$ cat config.mk
export PLATFORM = sky130hd
export DESIGN_NAME = csics_channel
export DESIGN_NICKNAME = d
export VERILOG_FILES = /design/src/logic/csics_pkg.sv /design/src/logic/csics_channel.sv
export SDC_FILE = /design/constraint.sdc
export NUM_CORES = 1
export LEC_CHECK = 0
export ABC_AREA = 1
export BUFFER_PORTS_ARGS = -buffer_cell sky130_fd_sc_hd__buf_2
export CAP_MARGIN = 20
export CELL_PAD_IN_SITES_DETAIL_PLACEMENT = 2
export CELL_PAD_IN_SITES_GLOBAL_PLACEMENT = 2
export CORE_ASPECT_RATIO = 2
export CORE_UTILIZATION = 30
export DETAILED_ROUTE_END_ITERATION = 8
export GPL_TIMING_DRIVEN = 0
export PLACE_DENSITY = 0.72
export SKIP_LAST_GASP = 1
export SLEW_MARGIN = 20
export SYNTH_ARGS = -nofsm -noshare
export SYNTH_HDL_FRONTEND = slang
export SYNTH_SLANG_ARGS = --single-unit
$ cat constraint.sdc
create_clock -name core_clk -period 1.9 [get_ports core_clk]
set_clock_uncertainty 0.2 [all_clocks]
set_input_delay 0.285 -clock core_clk [delete_from_list [all_inputs] [get_ports core_clk]]
set_output_delay 0.285 -clock core_clk [all_outputs]
set_load 0.02 [all_outputs]
$ cat src/logic/csics_pkg.sv
/*
  shared constants and carrier types for the serial channel start and status block.
  assumes a 100 MHz core clock and a plain strobe register port with 3-bit register index.
*/
`default_nettype none

package csics_pkg;

  // register index map
  localparam logic [2:0] CSICS_OFS_IRQ_FLAGS = 3'h0; // irq_request_flags_high
  localparam logic [2:0] CSICS_OFS_IRQ_MASK  = 3'h1; // irq_mask_flags_high
  localparam logic [2:0] CSICS_OFS_START     = 3'h2; // channel_start_trigger
  localparam logic [2:0] CSICS_OFS_STATUS    = 3'h3; // channel_status
  localparam logic [2:0] CSICS_OFS_DATA      = 3'h4; // channel_data
  localparam logic [2:0] CSICS_OFS_STOP      = 3'h5; // channel stop trigger
  localparam logic [2:0] CSICS_OFS_ENABLE    = 3'h6; // channel operation-enable readback

  // field positions
  localparam int CSICS_FLAG_BIT  = 5; // transfer-end request flag
  localparam int CSICS_MASK_BIT  = 5; // transfer-end mask bit
  localparam int CSICS_START_BIT = 0; // channel 0 start / stop / enable bit
  localparam int CSICS_TSF_BIT   = 6; // transfer-in-progress flag

  // values after reset
  localparam logic       CSICS_MASK_RST = 1'b1;  // servicing blocked until software clears it
  localparam logic [7:0] CSICS_DATA_RST = 8'h00;

  // serial timing
  localparam int         CSICS_CORE_PERIOD_NS = 10;
  localparam int         CSICS_SCK_PERIOD_NS  = 160;
  localparam int         CSICS_HALF_CYC_INT   = (CSICS_SCK_PERIOD_NS / CSICS_CORE_PERIOD_NS) / 2;
  localparam logic [3:0] CSICS_HALF_CYC       = 4'(CSICS_HALF_CYC_INT);
  localparam logic [3:0] CSICS_FRAME_BITS     = 4'h8;

  // shifter phases, gray along idle -> low -> high
  typedef enum logic [1:0] {
    CSICS_IDLE = 2'b00,
    CSICS_LOW  = 2'b01,
    CSICS_HIGH = 2'b11
  } csics_phase_type;

  // register port request
  typedef struct packed {
    logic [2:0]  addr;
    logic [15:0] wdata;
    logic        wr;
    logic        rd;
  } csics_bus_req_type;

  // whole state of the block
  typedef struct packed {
    csics_phase_type phase;
    logic            op_en;
    logic            busy;
    logic            flag;
    logic            mask;
    logic [7:0]      data;
    logic [7:0]      shift;
    logic [3:0]      half_cnt;
    logic [3:0]      bit_cnt;
    logic            sck;
    logic            so;
    logic            irq;
    logic [15:0]     rdata;
    logic            si_meta;
    logic            si_sync;
  } csics_state_type;

endpackage

`default_nettype wire

$ cat src/logic/csics_channel.sv
/*
  serial channel start and status block: three-wire master, 8-bit frames, MSB first,
  clock idle high, data changed on the falling edge and sampled on the rising edge.
  assumes a register master that strobes one cycle at a time, and a serial peer on sck/so/si.
*/
// What this block does
// - transfer-end request flag sits at bit 5 of the request flag register.
// - mask bit 5 of the mask register; 0 lets the request through, 1 blocks.
// - writing 1 to start bit 0 sets operation enable, channel waits for data.
// - the start register always reads as zero.
// - status bit 6 reads 1 while a transfer runs, else 0.
// - a write to the low data byte in communication-wait state starts shifting that byte out.
// - at transfer end the shifted-in byte lands in data, request raised.
`default_nettype none

module csics_channel
  import csics_pkg::*;
(
  input  wire logic              core_clk, // 100 MHz core clock
  input  wire logic              arst_n,   // async reset, active low
  input  wire logic              clk_en,   // freezes all state while low
  input  wire csics_bus_req_type bus_req,  // register port request
  output logic [15:0]            rdata,    // read data, cycle after read strobe
  output logic                   sck_o,    // serial clock to peer
  output logic                   so_o,     // serial data to peer
  input  wire logic              si_i,     // serial data from peer
  output logic                   irq_o     // transfer-end interrupt, level
);

  csics_state_type st_reg;
  csics_state_type st_next;

  logic wr_flags;
  logic wr_mask;
  logic wr_start;
  logic wr_stop;
  logic wr_data;
  logic kick;
  logic done;

  // register write decode
  assign wr_flags = bus_req.wr && (bus_req.addr == CSICS_OFS_IRQ_FLAGS);
  assign wr_mask  = bus_req.wr && (bus_req.addr == CSICS_OFS_IRQ_MASK);
  assign wr_start = bus_req.wr && (bus_req.addr == CSICS_OFS_START);
  assign wr_stop  = bus_req.wr && (bus_req.addr == CSICS_OFS_STOP);
  assign wr_data  = bus_req.wr && (bus_req.addr == CSICS_OFS_DATA);

  // a data write starts a frame only in communication-wait state
  assign kick = wr_data && st_reg.op_en && !st_reg.busy;

  // last high half of the eighth bit has run out
  assign done = (st_reg.phase == CSICS_HIGH) && (st_reg.half_cnt == 4'h0)
                && (st_reg.bit_cnt == CSICS_FRAME_BITS);

  // next-state logic
  always_comb begin
    st_next = st_reg;

    // two-flop synchroniser on the serial input
    st_next.si_meta = si_i;
    st_next.si_sync = st_reg.si_meta;

    // start trigger sets operation enable, stop trigger clears it
    if (wr_start && bus_req.wdata[CSICS_START_BIT]) begin
      st_next.op_en = 1'b1;
    end else if (wr_stop && bus_req.wdata[CSICS_START_BIT]) begin
      st_next.op_en = 1'b0;
    end

    // mask register, bit 5 only
    if (wr_mask) begin
      st_next.mask = bus_req.wdata[CSICS_MASK_BIT];
    end

    // write-one clears the request flag
    if (wr_flags && bus_req.wdata[CSICS_FLAG_BIT]) begin
      st_next.flag = 1'b0;
    end

    // shifter
    unique case (st_reg.phase)
      CSICS_IDLE: begin
        if (kick) begin
          st_next.data     = bus_req.wdata[7:0];
          st_next.shift    = bus_req.wdata[7:0];
          st_next.so       = bus_req.wdata[7];
          st_next.sck      = 1'b0;
          st_next.busy     = 1'b1;
          st_next.half_cnt = CSICS_HALF_CYC - 4'h1;
          st_next.bit_cnt  = 4'h0;
          st_next.phase    = CSICS_LOW;
        end else if (wr_data) begin
          st_next.data = bus_req.wdata[7:0];
        end
      end
      CSICS_LOW: begin
        if (st_reg.half_cnt == 4'h0) begin
          // rising edge: sample the peer
          st_next.sck      = 1'b1;
          st_next.shift    = {st_reg.shift[6:0], st_reg.si_sync};
          st_next.bit_cnt  = st_reg.bit_cnt + 4'h1;
          st_next.half_cnt = CSICS_HALF_CYC - 4'h1;
          st_next.phase    = CSICS_HIGH;
        end else begin
          st_next.half_cnt = st_reg.half_cnt - 4'h1;
        end
      end
      CSICS_HIGH: begin
        if (done) begin
          // frame over: received byte into data, raise request
          st_next.data  = st_reg.shift;
          st_next.flag  = 1'b1;
          st_next.busy  = 1'b0;
          st_next.so    = 1'b1;
          st_next.phase = CSICS_IDLE;
        end else if (st_reg.half_cnt == 4'h0) begin
          // falling edge: present the next bit
          st_next.sck      = 1'b0;
          st_next.so       = st_reg.shift[7];
          st_next.half_cnt = CSICS_HALF_CYC - 4'h1;
          st_next.phase    = CSICS_LOW;
        end else begin
          st_next.half_cnt = st_reg.half_cnt - 4'h1;
        end
      end
      default: begin
        st_next.phase = CSICS_IDLE;
        st_next.busy  = 1'b0;
        st_next.sck   = 1'b1;
      end
    endcase

    // level interrupt from the updated flag and mask
    st_next.irq = st_next.flag && !st_next.mask;

    // read data stands for exactly one cycle
    st_next.rdata = 16'h0000;
    if (bus_req.rd) begin
      unique case (bus_req.addr)
        CSICS_OFS_IRQ_FLAGS: st_next.rdata[CSICS_FLAG_BIT] = st_reg.flag;
        CSICS_OFS_IRQ_MASK:  st_next.rdata[CSICS_MASK_BIT] = st_reg.mask;
        CSICS_OFS_START:     st_next.rdata = 16'h0000;
        CSICS_OFS_STATUS:    st_next.rdata[CSICS_TSF_BIT]  = st_reg.busy;
        CSICS_OFS_DATA:      st_next.rdata[7:0]            = st_reg.data;
        CSICS_OFS_ENABLE:    st_next.rdata[CSICS_START_BIT] = st_reg.op_en;
        default:             st_next.rdata = 16'h0000;
      endcase
    end
  end

  // state register
  always_ff @(posedge core_clk or negedge arst_n) begin
    if (!arst_n) begin
      st_reg          <= '0;
      st_reg.phase    <= CSICS_IDLE;
      st_reg.mask     <= CSICS_MASK_RST;
      st_reg.data     <= CSICS_DATA_RST;
      st_reg.sck      <= 1'b1;
      st_reg.so       <= 1'b1;
    end else if (clk_en) begin
      st_reg <= st_next;
    end
  end

  // outputs straight from the state register
  assign rdata = st_reg.rdata;
  assign sck_o = st_reg.sck;
  assign so_o  = st_reg.so;
  assign irq_o = st_reg.irq;
endmodule

`default_nettype wire

==> results.py, run 1 <==
metrics = {
    "clocking": {
        "htreeDepth": 2,
        "insertion_delay_ps": 290,
        "cts_sinks": 43,
        "clk_pin_slew_ps": 60,
        "cts_tree": "yes",
        "cts_buffer_depth": 2,
        "cts_buffers": 5,
        "cts_root_buffer": "clkbuf_16",
    },
    "logic_synthesis": {
        "synth-edff-count": 0,
        "synthMuxAreaShare": 0.0202,
        "netlist_area_um2": 2480,
        "synth_top_area_frac": 0.404,
        "synth_cell_types": 29,
        "ys_seq_area_frac": 0.436,
        "synth.ff_latch_count": 43,
        "synth_common_cells": "nand2_1 (121), dfrtp_1 (40), inv_1 (23), nand3_1 (23), o21ai_0 (21)",
        "async_flop_share": 1.00,
        "yosysMostFrequentCell": "nand2_1",
        "synthAdderAreaFrac": 0.0353,
        "synth_compound_area_frac": 0.0989,
        "synth_top_area_cell": "dfrtp_1",
        "dominantRegCellSynth": "dfrtp_1",
        "synth_area_leaders": "dfrtp_1 (40%), nand2_1 (18%), buf_4 (5.5%)",
        "syn-instance-count": 309,
        "yosys.area_share.simple": 0.288,
        "yosys_warnings": 0,
        "syn_avg_cell_area_um2": 8.02,
        "synth_top_family_by_area": "simple AND/OR/NAND/NOR gates",
        "synth_xor_area_frac": 0.0106,
    },
    "timing": {
        "holdWs_ps": 5.30,
        "max_freq_mhz": 535,
        "grt_setup_unrepaired": "yes",
        "setup_viol": 0,
        "period_share": 0.984,
        "drv_slew": 0,
        "max-slew-margin-rel": 0.611,
        "period_needed_ps": 1870,
        "tightest_slew_ps": 584,
        "hold_violations": 0,
    },
    "hold_path": {
        "hold_class": "in2reg",
        "hold_start": "si_i",
    },
    "floorplan": {
        "die_x_um": 66.3,
        "die_area_um2": 8650,
        "start_util": 0.312,
        "fp.coreArea_um2": 7940,
        "die_y_um": 131,
        "rows": 46,
        "io_pins": 44,
    },
    "route": {
        "viasPerCell": 4.79,
        "routedWlPerCell_um": 15.7,
        "num_vias": 2183,
        "wirelength_um": 7170,
        "drc": 0,
        "drtPass1Iterations": 3,
        "detail-route-antenna-nets": 0,
        "drtIter0Drc": 35,
    },
    "setup_path": {
        "timing_worst_setup_path_type": "reg2reg",
        "slowest_stage": "dfrtp_2",
        "crit_chain": "inv_2 > ha_2 > inv_2 > o21ai_1 > nand2_2 > buf_6 > nand2_1 > o21ai_2",
        "slowest_delay_ps": 440,
        "start_kind": "flop",
        "critical_path_arrival_ps": 1850,
        "cp-startpoint": "st_reg[50]",
        "critPathMaxFanout": 10,
        "required_ps": 1880,
        "r2r_start": "st_reg[50]",
        "cpMostUsedCell": "inv_2",
        "end_kind": "flop",
    },
    "grt": {
        "antenna_found_initial": 0,
        "grtUsageTotal": 0.180,
        "grt_pass1_wl_um": 11500,
        "overflow": 0,
        "first_global_vias": 2434,
        "grt_max_degree": 44,
    },
    "cells_and_area": {
        "design_area_um2": 3110,
        "num_antenna_cells": 0,
        "final_util": 0.391,
        "syn2layout_area_growth_pct": 25.4,
        "fin_nets": 391,
        "drive_gt1_frac": 0.308,
        "largest_register_ffs": 31,
    },
    "pwr": {
        "power_leakage_nw": 1.58,
        "p_total_w": 0.00415,
        "irDropWorstVdd_uv": 597,
        "power.density_nw_per_um2": 1340,
    },
    "place": {
        "place_congestion": 0.731,
        "portBuffers": 26,
        "post_dp_cell_area_um2": 2760,
        "dp_hpwl_um": 5310,
    },
    "run_status": {
        "status": "completed",
    },
    "flow_run": {
        "max_cap_violations": 0,
    },
}
-- final timing paths --
path | end | slack [ps] | cells after the start
min | st_next[0] | 5 | 3
max in group asynchronous | st_reg[50] | 730 | 2
min reg2reg | sck_o | 270 | 2
max | st_reg[32] | 30 | 8
max reg2reg | st_reg[32] | 30 | 8
min in group asynchronous | st_reg[39] | 320 | 2
-- layout make-up --
| cell class | instances | area (um2) |
|---|---|---|
| multi-input combinational | 226 | 1270 |
| timing repair buffer | 36 | 223 |
| inverter | 24 | 90.1 |
| tap | 96 | 120 |
| buffer | 23 | 181 |
| sequential | 43 | 1080 |
| clock inverter | 3 | 20.0 |
| clock buffer | 5 | 125 |
| fill | 940 | 4830 |
-- cell families after synthesis --
logic type	count (synthesis)
compound gates	38
xor+xnor	3
fa+ha+maj	7
buf+inv	48
flops	43
mux	5
other cells	1
simple gates	164
-- layer usage --
metal,part of all wire,GRT usage
met5,0,0
met4,0.031,0.0751
met3,0.023,0.0269
met2,0.61,0.377
met1,0.33,0.160
-- where the power goes --
group          internal (W)  leakage [nW]  switching, W
sequential          0.00122         0.546      0.000207
combinational      0.000724         0.969       0.00113
clock              0.000485        0.0658      0.000384
-- worst max-delay path, delay by kind of cell (launching register included) --
family / cells / cell delay [ps]
AO/OA/AOI/OAI: 2 / 260
adder cells (fa/ha/maj): 1 / 280
buffers and inverters: 3 / 390
flip-flops: 1 / 440
AND/OR/NAND/NOR: 2 / 180
-- timing repair --
action                                  4_1_cts  5_1_grt
hold endpoints to repair                      0       40
resized for setup                            13       20
buffers inserted                              5        5
endpoints found under the setup margin       27       28
hold buffers                                  0        1
pin swaps                                     3        5
gates cloned                                  1        0
-- per-stage QoR --
step	cells	TNS (ps)	setup slack, ps
4_1_cts	451	-31.8	-24.3
2_1_floorplan	316	0	185
5_1_grt	456	-687	-59.9
3_5_place_dp	438	-2110	-111
3_3_place_gp	438	-951	-63.8
6_report	456	0	30.0
-- layout by cell type (no fill, tap or decap), types with 2 or more instances in the layout --
cell type / instances
a21oi_1: 2
a21oi_4: 2
buf_2: 26
buf_4: 26
buf_6: 4
clkbuf_16: 5
clkinvlp_4: 2
conb_1: 8
dfrtp_1: 38
dfrtp_2: 2
dfstp_2: 3
ha_1: 3
ha_2: 2
ha_4: 2
inv_1: 19
inv_2: 5
mux2i_1: 5
nand2_1: 118
nand2_2: 3
nand2_4: 4
nand3_1: 17
nand3_2: 6
nand4_1: 6
nor2_1: 3
nor2_2: 2
nor2_4: 3
o21ai_0: 19
o21ai_1: 5
o21ai_2: 8
xnor2_1: 2
Note: power is estimated with default switching activity, not from simulation.
==> run 2: changes to the inputs <==
PLACE_DENSITY = default   (was 0.72)
PLACE_DENSITY_LB_ADDON = 0.08   (was default)
SKIP_CTS_REPAIR_TIMING = 1   (was default)
==> run 2 against run 1 <==
  * The flow now finishes with violations (negative hold slack)
  * Maximum frequency down 1.3%
  * Global-route usage decreased by 0.43 points
  * Power increased by 6.5%
  * Worst hold slack got worse by 14 ps
  * Core utilization grew 1.0 points
  * Die area stayed put
  * Sequential cell count unchanged
  * Final cell count grew 2.0%
  * Clock power grew 19%
  * First-iteration DRC count increased by 17%
  * Sequential power hardly changed
  * Critical endpoint is now st_reg[38]
  * Largest power group unchanged
==> results.py, run 2 (same netlist as run 1, synthesis figures left out) <==
metrics = {
    "setup_path": {
        "start_kind": "flop",
        "cp_top_family": "buffers and inverters",
        "r2r_slack_ps": 6,
        "critPathMaxFanout": 7,
        "slowest_delay_ps": 440,
        "end_kind": "flop",
        "cp-startpoint": "st_reg[50]",
        "required_ps": 1890,
        "critPathBufInv": 4,
        "slowest_stage": "dfrtp_1",
        "crit_chain": "inv_2 > ha_4 > buf_6 > or2_4 > nand2_4 > a21oi_4 > buf_12 > buf_4 > nand3_1 > nand2_1",
        "critical_path_arrival_ps": 1880,
        "timing_worst_setup_path_type": "reg2reg",
        "r2r_start": "st_reg[50]",
    },
    "grt": {
        "grtUsageTotal": 0.176,
        "overflow": 0,
        "grt_pass1_wl_um": 11100,
        "first_global_vias": 2340,
        "antenna_found_initial": 0,
        "grt_max_degree": 44,
    },
    "floorplan": {
        "die_x_um": 66.3,
        "die_y_um": 131,
        "die_area_um2": 8650,
        "io_pins": 44,
        "start_util": 0.312,
        "fp.coreArea_um2": 7940,
        "rows": 46,
    },
    "cells_and_area": {
        "final_cell_mix": "nand2_1 (116), dfrtp_1 (38), buf_4 (34)",
        "final_util": 0.402,
        "largest_register_ffs": 31,
        "num_antenna_cells": 0,
        "syn2layout_area_growth_pct": 28.7,
        "design_area_um2": 3190,
        "drive_gt1_frac": 0.312,
        "final_common_cell": "nand2_1",
        "fin_nets": 400,
    },
    "place": {
        "portBuffers": 26,
        "place_ws_ps": -140,
        "dp_hpwl_um": 5250,
        "place_congestion": 0.750,
        "post_dp_cell_area_um2": 2760,
    },
    "route": {
        "drc": 0,
        "detail-route-antenna-nets": 0,
        "drtPass1Iterations": 2,
        "drtIter0Drc": 41,
        "routedWlPerCell_um": 15.7,
        "viasPerCell": 4.79,
        "wirelength_um": 7310,
        "num_vias": 2226,
    },
    "timing": {
        "grt_setup_unrepaired": "yes",
        "max-slew-margin-rel": 0.610,
        "holdWs_ps": -8.71,
        "tightest_slew_ps": 585,
        "max_freq_mhz": 528,
        "setup_viol": 0,
        "setup_ws_ps": 5.82,
        "period_needed_ps": 1890,
        "drv_slew": 0,
        "hold_violations": 1,
        "period_share": 0.997,
    },
    "pwr": {
        "switching_share": 0.396,
        "power.switching_w": 0.00175,
        "p_total_w": 0.00442,
        "irDropWorstVdd_uv": 566,
        "power.density_nw_per_um2": 1390,
        "p_int_w": 0.00267,
        "combinationalPowerShare": 0.440,
        "pwr-share-seq": 0.327,
        "power_leakage_nw": 1.64,
        "p_clk_frac": 0.234,
    },
    "hold_path": {
        "hold_start": "si_i",
        "hold_class": "in2reg",
    },
    "clocking": {
        "cts_buffers": 5,
        "cts_buffer_depth": 2,
        "cts_root_buffer": "clkbuf_16",
        "clk_pin_slew_ps": 70,
        "htreeDepth": 2,
        "cts_tree": "yes",
        "insertion_delay_ps": 290,
        "cts_sinks": 43,
    },
    "run_status": {
        "failed_checks": "negative hold slack",
        "status": "finished with violations",
    },
    "flow_run": {
        "max_cap_violations": 0,
    },
}
run 2: changes by cell type in the layout (fill, tap and decap cells not counted), moves of 2 or more:
cell	previous run	this run
nand2_2	3	7
buf_6	4	2
nand3_1	17	23
buf_4	26	34
nand2_1	118	116
buf_8	0	2
nand3_2	6	0
run 2: per-stage QoR:
step / cells / setup TNS [ps]
2_1_floorplan: 316 / 0
3_3_place_gp: 438 / -1540
3_5_place_dp: 438 / -2940
4_1_cts: 446 / -3320
5_1_grt: 465 / -1130
6_report: 465 / 0
run 2: power by group through the flow:
stage / logic (W) / registers (W) / clock network (W)
floorplan: 0.00114 / 0.00141 / 0
global route: 0.00215 / 0.00149 / 0.00109
finish: 0.00194 / 0.00144 / 0.00103
CTS: 0.00157 / 0.00143 / 0.00107
global placement: 0.00149 / 0.00143 / 0
detailed placement: 0.00155 / 0.00145 / 0
run 2: worst paths after layout:
path,cells after the start,to
setup reg to reg,10,st_reg[38]
hold / removal,3,st_next[0]
hold reg to reg,2,sck_o
setup / recovery,10,st_reg[38]
min in group asynchronous,2,rdata[3]
max in group asynchronous,2,st_reg[49]
run 2: worst reg2reg max path, delay by kind of cell (launching register included):
| kind | cells | cell delay, ps |
|---|---|---|
| AO/OA/AOI/OAI | 1 | 40 |
| adder cells (fa/ha/maj) | 1 | 170 |
| buffers and inverters | 4 | 510 |
| flip-flops | 1 | 440 |
| AND/OR/NAND/NOR | 4 | 440 |
run 2: per-layer routing:
layer | part of all wire | GRT usage | vias up
met1 | 0.34 | 0.156 | 1114
met5 | 0 | 0 | -
li1 | - | - | 1079
met2 | 0.62 | 0.369 | 25
met4 | 0.023 | 0.0751 | 0
met3 | 0.019 | 0.0243 | 8
run 2: area by class of cell:
| cell class | instances | area [um2] |
|---|---|---|
| multi-input cells | 227 | 1250 |
| flip-flops and latches | 43 | 1080 |
| inverters | 24 | 93.8 |
| fillers | 949 | 4750 |
| clock inverters | 3 | 47.5 |
| clock buffers | 5 | 125 |
| well taps | 96 | 120 |
| repair buffers | 44 | 283 |
| plain buffers | 23 | 189 |
==> run 3: changes to the inputs <==
GPL_TIMING_DRIVEN = default   (was 0)
REMOVE_ABC_BUFFERS = 1   (was default)
==> run 3 against run 2 <==
  * The run still ends with negative hold slack left
  * Count of clock-buffer cells in the layout is 1 higher
  * Routed wire length shrank 9.6%
  * Critical path type unchanged
  * Highest routed layer unchanged
  * Global-route usage shrank 0.42 points
  * Core utilization fell by 3.3 points
  * Critical endpoint unchanged
  * Clock power barely moved
  * Sequential power hardly changed
  * Final cell count fell by 5.4%
  * Die area did not move
==> results.py, run 3 (same netlist as run 1, synthesis figures left out) <==
metrics = {
    "route": {
        "drtPass1Iterations": 3,
        "drtIter0Drc": 83,
        "viasPerCell": 4.80,
        "routedWlPerCell_um": 15.0,
        "detail-route-antenna-nets": 0,
        "drc": 0,
        "num_vias": 2110,
        "wirelength_um": 6610,
    },
    "timing": {
        "drv_slew": 0,
        "period_share": 0.956,
        "period_needed_ps": 1820,
        "hold_violations": 1,
        "grt_setup_unrepaired": "yes",
        "holdWs_ps": -0.347,
        "setup_viol": 0,
        "max_freq_mhz": 550,
    },
    "place": {
        "portBuffers": 27,
        "post_dp_cell_area_um2": 2720,
        "dp_hpwl_um": 5170,
        "place_congestion": 0.748,
    },
    "hold_path": {
        "hold_class": "in2reg",
    },
    "clocking": {
        "cts_root_buffer": "clkbuf_16",
        "insertion_delay_ps": 290,
        "cts_sinks": 43,
        "clk_pin_slew_ps": 60,
        "cts_tree": "yes",
        "htreeDepth": 2,
        "cts_buffer_depth": 2,
        "cts_buffers": 5,
    },
    "run_status": {
        "failed_checks": "negative hold slack",
        "status": "finished with violations",
    },
    "setup_path": {
        "critPathMaxFanout": 7,
        "crit_chain": "inv_1 > ha_2 > or2_1 > nand2_1 > a21oi_4 > buf_4 > nand3_1 > nand2_1",
        "slowest_stage": "dfrtp_1",
        "cpMostUsedCell": "nand2_1",
        "timing_worst_setup_path_type": "reg2reg",
        "critPathBufInv": 2,
        "end_kind": "flop",
        "required_ps": 1930,
        "start_kind": "flop",
        "critical_path_arrival_ps": 1840,
        "cp_top_family": "flip-flops",
        "slowest_delay_ps": 420,
    },
    "floorplan": {
        "die_y_um": 131,
        "fp.coreArea_um2": 7940,
        "die_area_um2": 8650,
        "io_pins": 44,
        "start_util": 0.312,
        "rows": 46,
        "die_x_um": 66.3,
    },
    "flow_run": {
        "max_cap_violations": 0,
    },
    "grt": {
        "met3_usage": 0.0269,
        "grt_pass1_wl_um": 10900,
        "grtUsageMet1": 0.163,
        "first_global_vias": 2257,
        "gr-usage-met2": 0.343,
        "overflow": 0,
        "antenna_found_initial": 0,
        "busiest_layer": "met2",
        "grt_max_degree": 28,
        "grtUsageTotal": 0.172,
    },
    "pwr": {
        "power.density_nw_per_um2": 1390,
        "power_leakage_nw": 1.51,
        "irDropWorstVdd_uv": 758,
    },
    "cells_and_area": {
        "final_cell_mix": "nand2_1 (120), dfrtp_1 (40), buf_2 (27)",
        "syn2layout_area_growth_pct": 18.0,
        "largest_register_ffs": 31,
        "drive_gt1_frac": 0.227,
        "design_area_um2": 2930,
        "num_antenna_cells": 0,
        "fin_nets": 375,
        "final_common_cell": "nand2_1",
    },
}
[run 3: where the power goes]
group          leakage [nW]  internal, W  total, W  switching [W]
registers             0.548      0.00122   0.00141       0.000194
clock network        0.0868     0.000654   0.00103       0.000379
logic                 0.876     0.000637   0.00163       0.000995
[run 3: worst min-delay path: stages]
cell and delay (ps):
buf_2 80, nand2_1 40, nand2_1 50
[run 3: routing by layer]
layer / up-vias / routed length [um]
met5: - / 0
met4: 0 / 181
met3: 9 / 154
met2: 26 / 3940
met1: 1051 / 2330
li1: 1024 / -
[run 3: final timing paths]
check / from / slack (ps) / to / depth (start not counted)
setup / recovery: st_reg[49] / 80 / st_reg[38] / 8
hold / removal: si_i / -0.3 / st_next[0] / 3
setup reg to reg: st_reg[49] / 80 / st_reg[38] / 8
hold reg to reg: sck_o / 270 / sck_o / 2
max in group asynchronous: arst_n / 720 / st_reg[37] / 3
min in group asynchronous: arst_n / 270 / rdata[4] / 2
[run 3: through the flow]
step / instances / total power (W) / setup TNS, ps / worst slack, ps / util
floorplan: 292 / 0.00245 / -2020 / -180 / -
CTS: 439 / 0.00415 / -7.65 / -6.11 / 0.365
detailed placement: 431 / 0.00307 / 0 / 1.77 / 0.343
global route: 440 / 0.00441 / -646 / -62.5 / 0.368
finish: 440 / 0.00408 / 0 / 83.1 / 0.368
global placement: 431 / 0.00300 / 0 / 72.0 / 0.343
[run 3: area by class of cell]
cell class	count	area (um2)
tap	96	120
fill	940	5020
inverter	24	90.1
multi-input combinational	225	1170
timing repair buffer	44	290
clock inverter	2	35.0
sequential	43	1080
clock buffer	6	139
